$ cat config.mk
export PLATFORM = sky130hd
export DESIGN_NAME = apc_regs
export DESIGN_NICKNAME = d
export VERILOG_FILES = /design/src/verilog/apc_pkg.sv /design/src/verilog/apc_regs.sv
export SDC_FILE = /design/constraint.sdc
export NUM_CORES = 1
export LEC_CHECK = 0
export BUFFER_PORTS_ARGS = -buffer_cell sky130_fd_sc_hd__buf_4
export CORE_UTILIZATION = 33
export CTS_BUF_LIST = sky130_fd_sc_hd__clkbuf_8
export CTS_CLUSTER_SIZE = 25
export DETAILED_ROUTE_END_ITERATION = 8
export SYNTH_ARGS = -nofsm -noshare
export SYNTH_HDL_FRONTEND = slang
export SYNTH_SLANG_ARGS = --single-unit
export TNS_END_PERCENT = 10
$ cat constraint.sdc
create_clock -name mclk -period 6.1 [get_ports mclk]
set_input_delay 1.22 -clock mclk [delete_from_list [all_inputs] [get_ports mclk]]
set_output_delay 1.22 -clock mclk [all_outputs]
set_load 0.03 [all_outputs]
$ cat src/verilog/apc_pkg.sv
// Summary of operation
// [RQ1] Control two D6 clear enables PWM automute
// [RQ2] Control two D5 clear enables input automute
// [RQ3] D4 clear: unmute threshold 6 dB above
// [RQ4] De-emphasis field: none, 32, 44.1, 48 kHz
// [RQ5] D3, D2 no effect; D7 reserved
// [RQ6] Channel configs at 0x05, 0x06, 0x0B, 0x0C
// [RQ7] D7 enables back-end recovery reset sequence
// [RQ8] D6 set: reset only while ok pin low
// [RQ9] D5 set: mute only while ok pin low
// [RQ10] D4 set: swap outputs, invert audio
// [RQ11] D3 set: remap outputs for power stage
// [RQ12] D2 set: both outputs low when muted
// [RQ13] D1 set: high impedance becomes low-low
// [RQ14] Headphone register shares the channel layout
// [RQ15] Format codes 0-8 pick format, length
// [RQ16] Host writes D7-D4 zero, no reserved codes
// [RQ17] Soft-mute bits D0, D1, D6, D7 per channel
// [RQ18] Host avoids soft-mute with remapped mixer
// [RQ19] Ignored bits harmless; reads return last write
package apc_pkg;
	// Register offsets
	localparam logic [7:0] OFS_SYSCTL2 = 8'h04;
	localparam logic [7:0] OFS_CH1     = 8'h05;
	localparam logic [7:0] OFS_CH2     = 8'h06;
	localparam logic [7:0] OFS_CH3     = 8'h0b;
	localparam logic [7:0] OFS_CH4     = 8'h0c;
	localparam logic [7:0] OFS_HP      = 8'h0d;
	localparam logic [7:0] OFS_SERFMT  = 8'h0e;
	localparam logic [7:0] OFS_SMUTE   = 8'h0f;
	// Values after reset
	localparam logic [7:0] RST_REG     = 8'h00;
	// System control two field positions
	localparam int SC_PWM_AM_DIS = 6;
	localparam int SC_IN_AM_DIS  = 5;
	localparam int SC_UNMUTE_EQ  = 4;
	// Soft-mute bit positions for channels one to four
	localparam int SM_CH1 = 0;
	localparam int SM_CH2 = 1;
	localparam int SM_CH3 = 6;
	localparam int SM_CH4 = 7;
	// Counts
	localparam int NCH        = 5;
	localparam int FMT_CODES  = 9;
	localparam logic [3:0] FMT_LAST = 4'h8;
	// Receive formats and word lengths
	typedef enum logic [1:0] {
		APC_RJ  = 2'b00,
		APC_I2S = 2'b01,
		APC_LJ  = 2'b10
	} apc_fmt_e;
	typedef enum logic [1:0] {
		APC_W16 = 2'b00,
		APC_W20 = 2'b01,
		APC_W24 = 2'b10
	} apc_wlen_e;
	// Channel configuration layout, D7 down to D0
	typedef struct packed {
		logic recovery_en;
		logic reset_needs_ok_pin_low;
		logic mute_needs_ok_pin_low;
		logic output_inversion;
		logic output_remap;
		logic drive_low_when_muted;
		logic hiz_to_low_remap;
		logic ignored;
	} apc_chcfg_s;
endpackage

$ cat src/verilog/apc_regs.sv
`timescale 1ns/10ps
module apc_regs (
	// Clock and reset
	input  wire logic        mclk,
	input  wire logic        resetn,
	// Register port from the control interface
	input  wire logic [7:0]  reg_addr,
	input  wire logic        reg_wr,
	input  wire logic [7:0]  reg_wdata,
	input  wire logic        reg_rd,
	output logic      [7:0]  reg_rdata,
	// Back-end status from the modulator
	input  wire logic        ok_pin,
	input  wire logic [4:0]  pwm_in,
	input  wire logic [4:0]  err_req,
	input  wire logic [4:0]  mute_req,
	input  wire logic [4:0]  hiz_req,
	// System controls
	output logic             pwm_automute_en,
	output logic             input_automute_en,
	output logic             unmute_thr_equal,
	output logic      [1:0]  deemph_sel,
	// Serial audio format
	output logic      [1:0]  rx_format,
	output logic      [1:0]  rx_wlen,
	output logic             rx_fmt_bad,
	// Per-channel back end
	output logic      [4:0]  chan_reset,
	output logic      [4:0]  chan_mute,
	output logic      [4:0]  audio_invert,
	output logic      [4:0]  pwm_p,
	output logic      [4:0]  pwm_n,
	output logic      [4:0]  pwm_oe
);
	logic [7:0] sysctl_r;
	logic [7:0] serfmt_r;
	logic [7:0] smute_r;
	apc_pkg::apc_chcfg_s cfg_r [apc_pkg::NCH];

	// Address to channel index, five means no channel
	function automatic logic [2:0] ch_of(input logic [7:0] a);
		case (a)
			apc_pkg::OFS_CH1: ch_of = 3'd0;
			apc_pkg::OFS_CH2: ch_of = 3'd1;
			apc_pkg::OFS_CH3: ch_of = 3'd2;
			apc_pkg::OFS_CH4: ch_of = 3'd3;
			apc_pkg::OFS_HP:  ch_of = 3'd4;
			default:          ch_of = 3'd5;
		endcase
	endfunction

	// Write and read decode
	wire [2:0] wr_ch   = ch_of(reg_addr);
	wire       wr_sys  = reg_wr && (reg_addr == apc_pkg::OFS_SYSCTL2);
	wire       wr_fmt  = reg_wr && (reg_addr == apc_pkg::OFS_SERFMT);
	wire       wr_smt  = reg_wr && (reg_addr == apc_pkg::OFS_SMUTE);
	wire [7:0] rd_ch   = (wr_ch < 3'd5) ? cfg_r[wr_ch] : 8'h00;
	wire [7:0] rd_mux  = (reg_addr == apc_pkg::OFS_SYSCTL2) ? sysctl_r :
	                     (reg_addr == apc_pkg::OFS_SERFMT)  ? serfmt_r :
	                     (reg_addr == apc_pkg::OFS_SMUTE)   ? smute_r  : rd_ch;

	// Global registers; every bit kept as written for readback
	always_ff @(posedge mclk or negedge resetn) begin
		if (!resetn) begin
			sysctl_r <= apc_pkg::RST_REG;
			serfmt_r <= apc_pkg::RST_REG;
			smute_r  <= apc_pkg::RST_REG;
		end else begin
			if (wr_sys) sysctl_r <= reg_wdata; // [RQ5] [RQ19]
			if (wr_fmt) serfmt_r <= reg_wdata; // [RQ19]
			if (wr_smt) smute_r <= reg_wdata;  // [RQ17]
		end
	end

	// Read data, zero for unmapped offsets
	always_ff @(posedge mclk or negedge resetn) begin
		if (!resetn)
			reg_rdata <= apc_pkg::RST_REG;
		else if (reg_rd)
			reg_rdata <= rd_mux; // [RQ19]
	end

	// Format code split; reserved codes flagged
	wire [3:0] fcode   = serfmt_r[3:0];
	wire       fbad    = (fcode > apc_pkg::FMT_LAST);
	wire [1:0] fmt_nxt = fbad ? 2'd0 : 2'(fcode / 4'd3);
	wire [1:0] wl_nxt  = fbad ? 2'd0 : 2'(fcode % 4'd3);

	// System control and format outputs
	always_ff @(posedge mclk or negedge resetn) begin
		if (!resetn) begin
			pwm_automute_en   <= 1'b1;
			input_automute_en <= 1'b1;
			unmute_thr_equal  <= 1'b0;
			deemph_sel        <= 2'b00;
			rx_format         <= 2'b00;
			rx_wlen           <= 2'b00;
			rx_fmt_bad        <= 1'b0;
		end else begin
			pwm_automute_en   <= !sysctl_r[apc_pkg::SC_PWM_AM_DIS]; // [RQ1]
			input_automute_en <= !sysctl_r[apc_pkg::SC_IN_AM_DIS];  // [RQ2]
			unmute_thr_equal  <= sysctl_r[apc_pkg::SC_UNMUTE_EQ];   // [RQ3]
			deemph_sel        <= sysctl_r[1:0];                      // [RQ4]
			rx_format         <= fmt_nxt;                            // [RQ15]
			rx_wlen           <= wl_nxt;                             // [RQ15]
			rx_fmt_bad        <= fbad;
		end
	end

	// Soft-mute bits gathered per channel; headphone has none
	wire [4:0] smute_ch = {1'b0, smute_r[apc_pkg::SM_CH4], smute_r[apc_pkg::SM_CH3],
	                       smute_r[apc_pkg::SM_CH2], smute_r[apc_pkg::SM_CH1]}; // [RQ17]

	// One back end per channel, headphone last
	for (genvar g = 0; g < apc_pkg::NCH; g++) begin : g_ch
		apc_pkg::apc_chcfg_s c;
		assign c = cfg_r[g];
		// Config register for this channel, all bits stored
		always_ff @(posedge mclk or negedge resetn) begin
			if (!resetn)
				cfg_r[g] <= apc_pkg::RST_REG;
			else if (reg_wr && wr_ch == 3'(g))
				cfg_r[g] <= reg_wdata; // [RQ6] [RQ14]
		end
		// Reset and mute qualification by the ok pin
		wire ch_rst  = c.recovery_en && err_req[g] &&
		               (!c.reset_needs_ok_pin_low || !ok_pin); // [RQ7] [RQ8]
		wire ch_mute = (mute_req[g] || smute_ch[g]) &&
		               (!c.mute_needs_ok_pin_low || !ok_pin);  // [RQ9] [RQ17]
		wire hiz     = hiz_req[g] || ch_rst;
		// Polarity swap and remap of the pair
		wire p_pol   = c.output_inversion ? !pwm_in[g] : pwm_in[g];   // [RQ10]
		wire n_pol   = c.output_remap ? !(ch_rst || ch_mute) : !p_pol; // [RQ11]
		wire low     = (ch_mute && c.drive_low_when_muted) ||
		               (hiz && c.hiz_to_low_remap);                   // [RQ12] [RQ13]
		wire oe_nxt  = !hiz || c.hiz_to_low_remap;                    // [RQ13]
		wire p_nxt   = !low && !hiz && p_pol;
		wire n_nxt   = !low && !hiz && n_pol;
		// Registered pin drive
		always_ff @(posedge mclk or negedge resetn) begin
			if (!resetn) begin
				chan_reset[g]   <= 1'b0;
				chan_mute[g]    <= 1'b0;
				audio_invert[g] <= 1'b0;
				pwm_p[g]        <= 1'b0;
				pwm_n[g]        <= 1'b0;
				pwm_oe[g]       <= 1'b0;
			end else begin
				chan_reset[g]   <= ch_rst;
				chan_mute[g]    <= ch_mute;
				audio_invert[g] <= c.output_inversion; // [RQ10]
				pwm_p[g]        <= p_nxt;
				pwm_n[g]        <= n_nxt;
				pwm_oe[g]       <= oe_nxt;
			end
		end
	end

	// Last byte written to channel three, for the readback check
	logic [7:0] ch3_wr_r;
	always_ff @(posedge mclk or negedge resetn) begin
		if (!resetn)
			ch3_wr_r <= apc_pkg::RST_REG;
		else if (reg_wr && reg_addr == apc_pkg::OFS_CH3)
			ch3_wr_r <= reg_wdata;
	end
endmodule

## After elaboration in Yosys (flattened, before gate mapping)

Index checks and enable logic that the tools add are counted.

- Add/subtract/negate cells: 0
- Multipliers: 0
- Div/mod/pow operators: 2
- Order comparisons: 3
- Equality and inequality tests: 12
- Shifts and indexed selects: 0
- Multiplexer cells: 20
- Bitwise logic cells: 1
- Reduce and logical (&&, ||, !) cells: 121

Operators with widths:

| operator | number |
|---|---|
| $logic_and A1 B1 Y1 | 48 |
| $mux W8 | 6 |
| $eq A8 B4 Y1 const B | 5 |
| $logic_not A1 Y1 | 38 |
| $logic_or A1 B1 Y1 | 34 |
| $bmux W8 S3 | 1 |
| $eq A8 B3 Y1 const B | 3 |
| $pmux W3 S5 | 1 |
| $mux W1 | 10 |
| $eq A3 B2 Y1 const B | 2 |
| $div A4 B2 Y4 const B | 1 |
| $ge A4 B4 Y1 const B | 1 |
| $gt A4 B4 Y1 const B | 1 |
| $mod A4 B2 Y4 const B | 1 |
| $mux W2 | 2 |
| $not A3 Y4 | 1 |
| $eq A3 B1 Y1 const B | 1 |
| $eq A3 B3 Y1 const B | 1 |
| $logic_not A3 Y1 | 1 |
| $lt A3 B3 Y1 const B | 1 |

- Bits in registers: 112
- Bits in latches: 0
- Memory bits (writable): 0
- ROM bits: 0
- Input port bits: 41
- Logic and storage cells: 240
- Memories: 0

## Longest topological paths before layout

- Depth in word-level cells: 10
- Depth in mapped cells: 11

## Worst setup path before layout

No wires, ideal clock.

- Kind: in2reg
- Start: input port reg_addr[1]
- End: register cfg_r[10] (netlist name)
- Arrival time: 2.586 ns
- Data required time: 5.975 ns
- Path slack: 3.389 ns
- Cell stages on the path: 5
- Buffers on the path: 2
- Cell sequence: or3b_1 buf_2 or4_1 buf_6 mux2_4

- Cells in the longest elaborated chain, start to end: 4
- Elaborated cells on any way between the ends: 8

Ends and longest elaborated chain:

| item | line | source |
|---|---|---|
| start, declared | apc_regs.sv:7 | `input wire logic [7:0] reg_addr,` |
| $eq A8 B4 Y1 (tied with other cells) | apc_regs.sv:42 | `case (a)` |
| $pmux W3 S5 (*) | apc_regs.sv:42 |  |
| $eq A3 B2 Y1 (*) | apc_regs.sv:122 | `else if (reg_wr && wr_ch == 3'(g))` |
| $logic_and A1 B1 Y1 (*) | apc_regs.sv:122 |  |
| end signal, assigned by index | apc_regs.sv:121 | `cfg_r[g] <= apc_pkg::RST_REG;` |
| end signal, assigned by index | apc_regs.sv:123 | `cfg_r[g] <= reg_wdata;` |
| end, declared | apc_regs.sv:38 | `apc_pkg::apc_chcfg_s cfg_r [apc_pkg::NCH];` |

Every way passes the cells marked *; elsewhere a longest branch is shown, timed or not.
A chain may end at the register's enable or synchronous reset.

## Worst setup path after layout

- Start: input port reg_addr[5]
- End: register sysctl_r[1]

- Cells in the longest elaborated chain, start to end: 2

Ends and longest elaborated chain:

| item | line | source |
|---|---|---|
| $eq A8 B3 Y1 | apc_regs.sv:54 | `wire wr_sys = reg_wr && (reg_addr == apc_pkg::OFS_SYSCTL2);` |
| $logic_and A1 B1 Y1 | apc_regs.sv:54 |  |
| end signal, assigned | apc_regs.sv:65 | `sysctl_r <= apc_pkg::RST_REG;` |
| end signal, assigned | apc_regs.sv:69 | `if (wr_sys) sysctl_r <= reg_wdata;` |
| end, declared | apc_regs.sv:35 | `logic [7:0] sysctl_r;` |

Every way passes these cells.

==> results_dict.tcl <==
set metrics [dict create \
    antenna_found_initial 0 \
    grt_pass1_wl_um 21900 \
    grt_use_total 0.185 \
    insertion_delay_ns 0.40 \
    gp_congestion 0.906 \
    grt_pass1_vias 3740 \
    cts_tree "yes" \
    gr-total-overflow 0 \
    synth_flop_cell "dfrtp_1" \
    status "completed" \
    synth_area_leaders "dfrtp_1 54%, mux2_2 11%, mux2_4 4.7%" \
    synth_edf_count 0 \
    max_slew_margin 0.472 \
    post-cts-setup-buffers 0 \
    clockBufferDepth 2 \
    fin_crit_sh 0.494 \
    cts_buffers 9 \
    clock-sinks 112 \
    ctsHoldBuffers 0 \
    power_density_nw_per_um2 242 \
    viasPerCell 5.27 \
    ys_ff_latch 112 \
    routed_wl_um 13900 \
    wl_per_cell_um 19.9 \
    yosys_warnings 0 \
    worstPathRequired_ns 6.38 \
    clk_pin_slew_ns 0.10 \
    dr_wl_met3_um 684 \
    dr.pass1.iters 4 \
    skew_ns 0.0155 \
    synthCells 431 \
    async_flop_share 1.00 \
    synthTopCellsByCount "110 x dfrtp_1, 48 x mux2_2, 28 x nor2_1" \
    maxUsedRoutingLayer "met4" \
    vias 3693 \
    drt-met1-wl_um 6050 \
    cp-start-kind "primary input" \
    floorplan.die_area_sq_um 15900 \
    cellLeakagePower_nw 2.96 \
    syn_nets 475 \
    yosysTopAreaCell "dfrtp_1" \
    io_pins 89 \
    synth.distinct_cells 56 \
    h-tree-depth 3 \
    die_y_um 126 \
    syn-cell-area_sq_um 5090 \
    fillers 1453 \
    rsz0062_at_grt "false" \
    end_kind "flop" \
    drtAntennaViolNets 0 \
    clk_root_buffer_cell "clkbuf_8" \
    worst_pin_slew_ns 0.792 \
    fin_util 0.401 \
    met2WireLength_um 6810 \
    drc_errors 0 \
    setup_tns_ns 0 \
    worstPathArrival_ns 3.29 \
    drive_gt1_frac 0.347 \
    hp-class "flop to flop" \
    max_cap_violations 0 \
    dieWidth_um 126 \
    grt_max_degree 63 \
    min_period_ns 3.01 \
    initial_core_util 0.336 \
    path_class "primary input to flop" \
    seq_area_frac_synth 0.551 \
    fin_nets 552 \
    area_delta_synth_final_pct 19.3 \
    dp.final_hpwl_um 9940 \
    peakVddDrop_mv 0.114 \
    syn_avg_cell_area_sq_um 11.8 \
    synth.most_common_cell "dfrtp_1" \
    report.final.slew_viol_count 0 \
    clock.fmax_mhz 332 \
    finalSetupViolCount 0 \
    core_sq_um 15100 \
    drt_iter0_drc 230 \
    worstPathMaxFanout 14 \
    yosysTopAreaCellShare 0.540 \
    ctsResizeCount 0 \
    rows 45 \
    hold_violations 0 \
    portBuffers 88 \
    n_antenna_cell 0 \
]
## placed cells by master (no fill, tap or decap), types with 3 or more instances in the layout
cell type | netlist | layout
and3_1 | 5 | 5
o21ai_0 | 21 | 21
inv_1 | 19 | 21
o22ai_1 | 10 | 10
nand2_1 | 22 | 22
xor2_1 | 6 | 6
dfrtp_1 | 110 | 110
or4_1 | 4 | 4
o32ai_1 | 4 | 4
mux2_4 | 16 | 16
a311oi_1 | 8 | 8
o221ai_1 | 3 | 3
or3_1 | 3 | 3
nor2_1 | 28 | 28
nor3_1 | 3 | 3
mux2_2 | 48 | 48
or2_2 | 5 | 5
clkbuf_8 | 0 | 10
nand2b_1 | 5 | 5
nor2b_1 | 4 | 4
o211ai_1 | 3 | 3
nand3_1 | 8 | 8
clkinv_2 | 0 | 3
o311a_1 | 4 | 4
a21oi_1 | 26 | 26
buf_4 | 1 | 89
ha_1 | 3 | 3
## power breakdown
| part | internal [mW] | switching [mW] |
|---|---|---|
| Clock | 0.196 | 0.247 |
| Combinational | 0.0878 | 0.132 |
| Sequential | 0.781 | 0.0276 |
## kinds of logic after synthesis
family          synth area share
simple gates               0.107
flops                      0.551
buf+inv                   0.0366
xor+xnor                  0.0120
fa+ha+maj                0.00737
compound gates             0.129
mux                        0.157
## through the flow
stage                     instances  total power, mW  setup slack, ns  cell area [sq um]  hold WS (ns)
final                           701             1.47             3.09               6080         0.421
after global routing            701             1.54             2.89               6080         0.439
after CTS                       701             1.49             3.11               6080         0.429
after detailed placement        685             1.04             2.67               5890         0.406
after global placement          685             1.04             2.75               5890         0.412
after floorplan                 431            0.937             3.39               5090         0.361
## state kept, by name, indices dropped and copies added, names as in the netlist, 5 cells and up
name          count
audio_invert      5
reg_rdata         8
chan_reset        5
pwm_p             5
pwm_n             5
pwm_oe            5
chan_mute         5
sysctl_r          8
serfmt_r          8
smute_r           8
cfg_r            40
## final cells by class
cell class                 instances  area [sq um]  area share
sequential                       112          2810       0.462
multi-input combinational        276          2100       0.346
timing repair buffer              89           668       0.110
tap                              188           235      0.0387
clock buffer                      10           138      0.0227
inverter                          20          75.1      0.0124
clock inverter                     6          52.6     0.00865
## routing by layer
layer,up-vias,global-route usage
met5,-,0
met1,1842,0.236
met3,25,0.0421
met4,0,0.0773
li1,1716,-
met2,110,0.303
## critical path: stages
cell	delay [ns]
buf_4	0.12
nor4_4	0.67
and2_1	0.50
nand3_1	0.39
mux2_2	0.38
## final timing paths
| kind | to | from | slack [ns] | depth (start not counted) |
|---|---|---|---|---|
| min | input_automute_en | sysctl_r[5] | 0.42 | 1 |
| max reg2reg | rx_wlen[1] | serfmt_r[2] | 3.81 | 11 |
| max in group asynchronous | cfg_r[18] | resetn | 4.02 | 2 |
| min reg2reg | input_automute_en | sysctl_r[5] | 0.42 | 1 |
| max | sysctl_r[1] | reg_addr[5] | 3.09 | 5 |
| min in group asynchronous | pwm_oe[1] | resetn | 0.84 | 1 |
(Power assumes the default switching activity.)
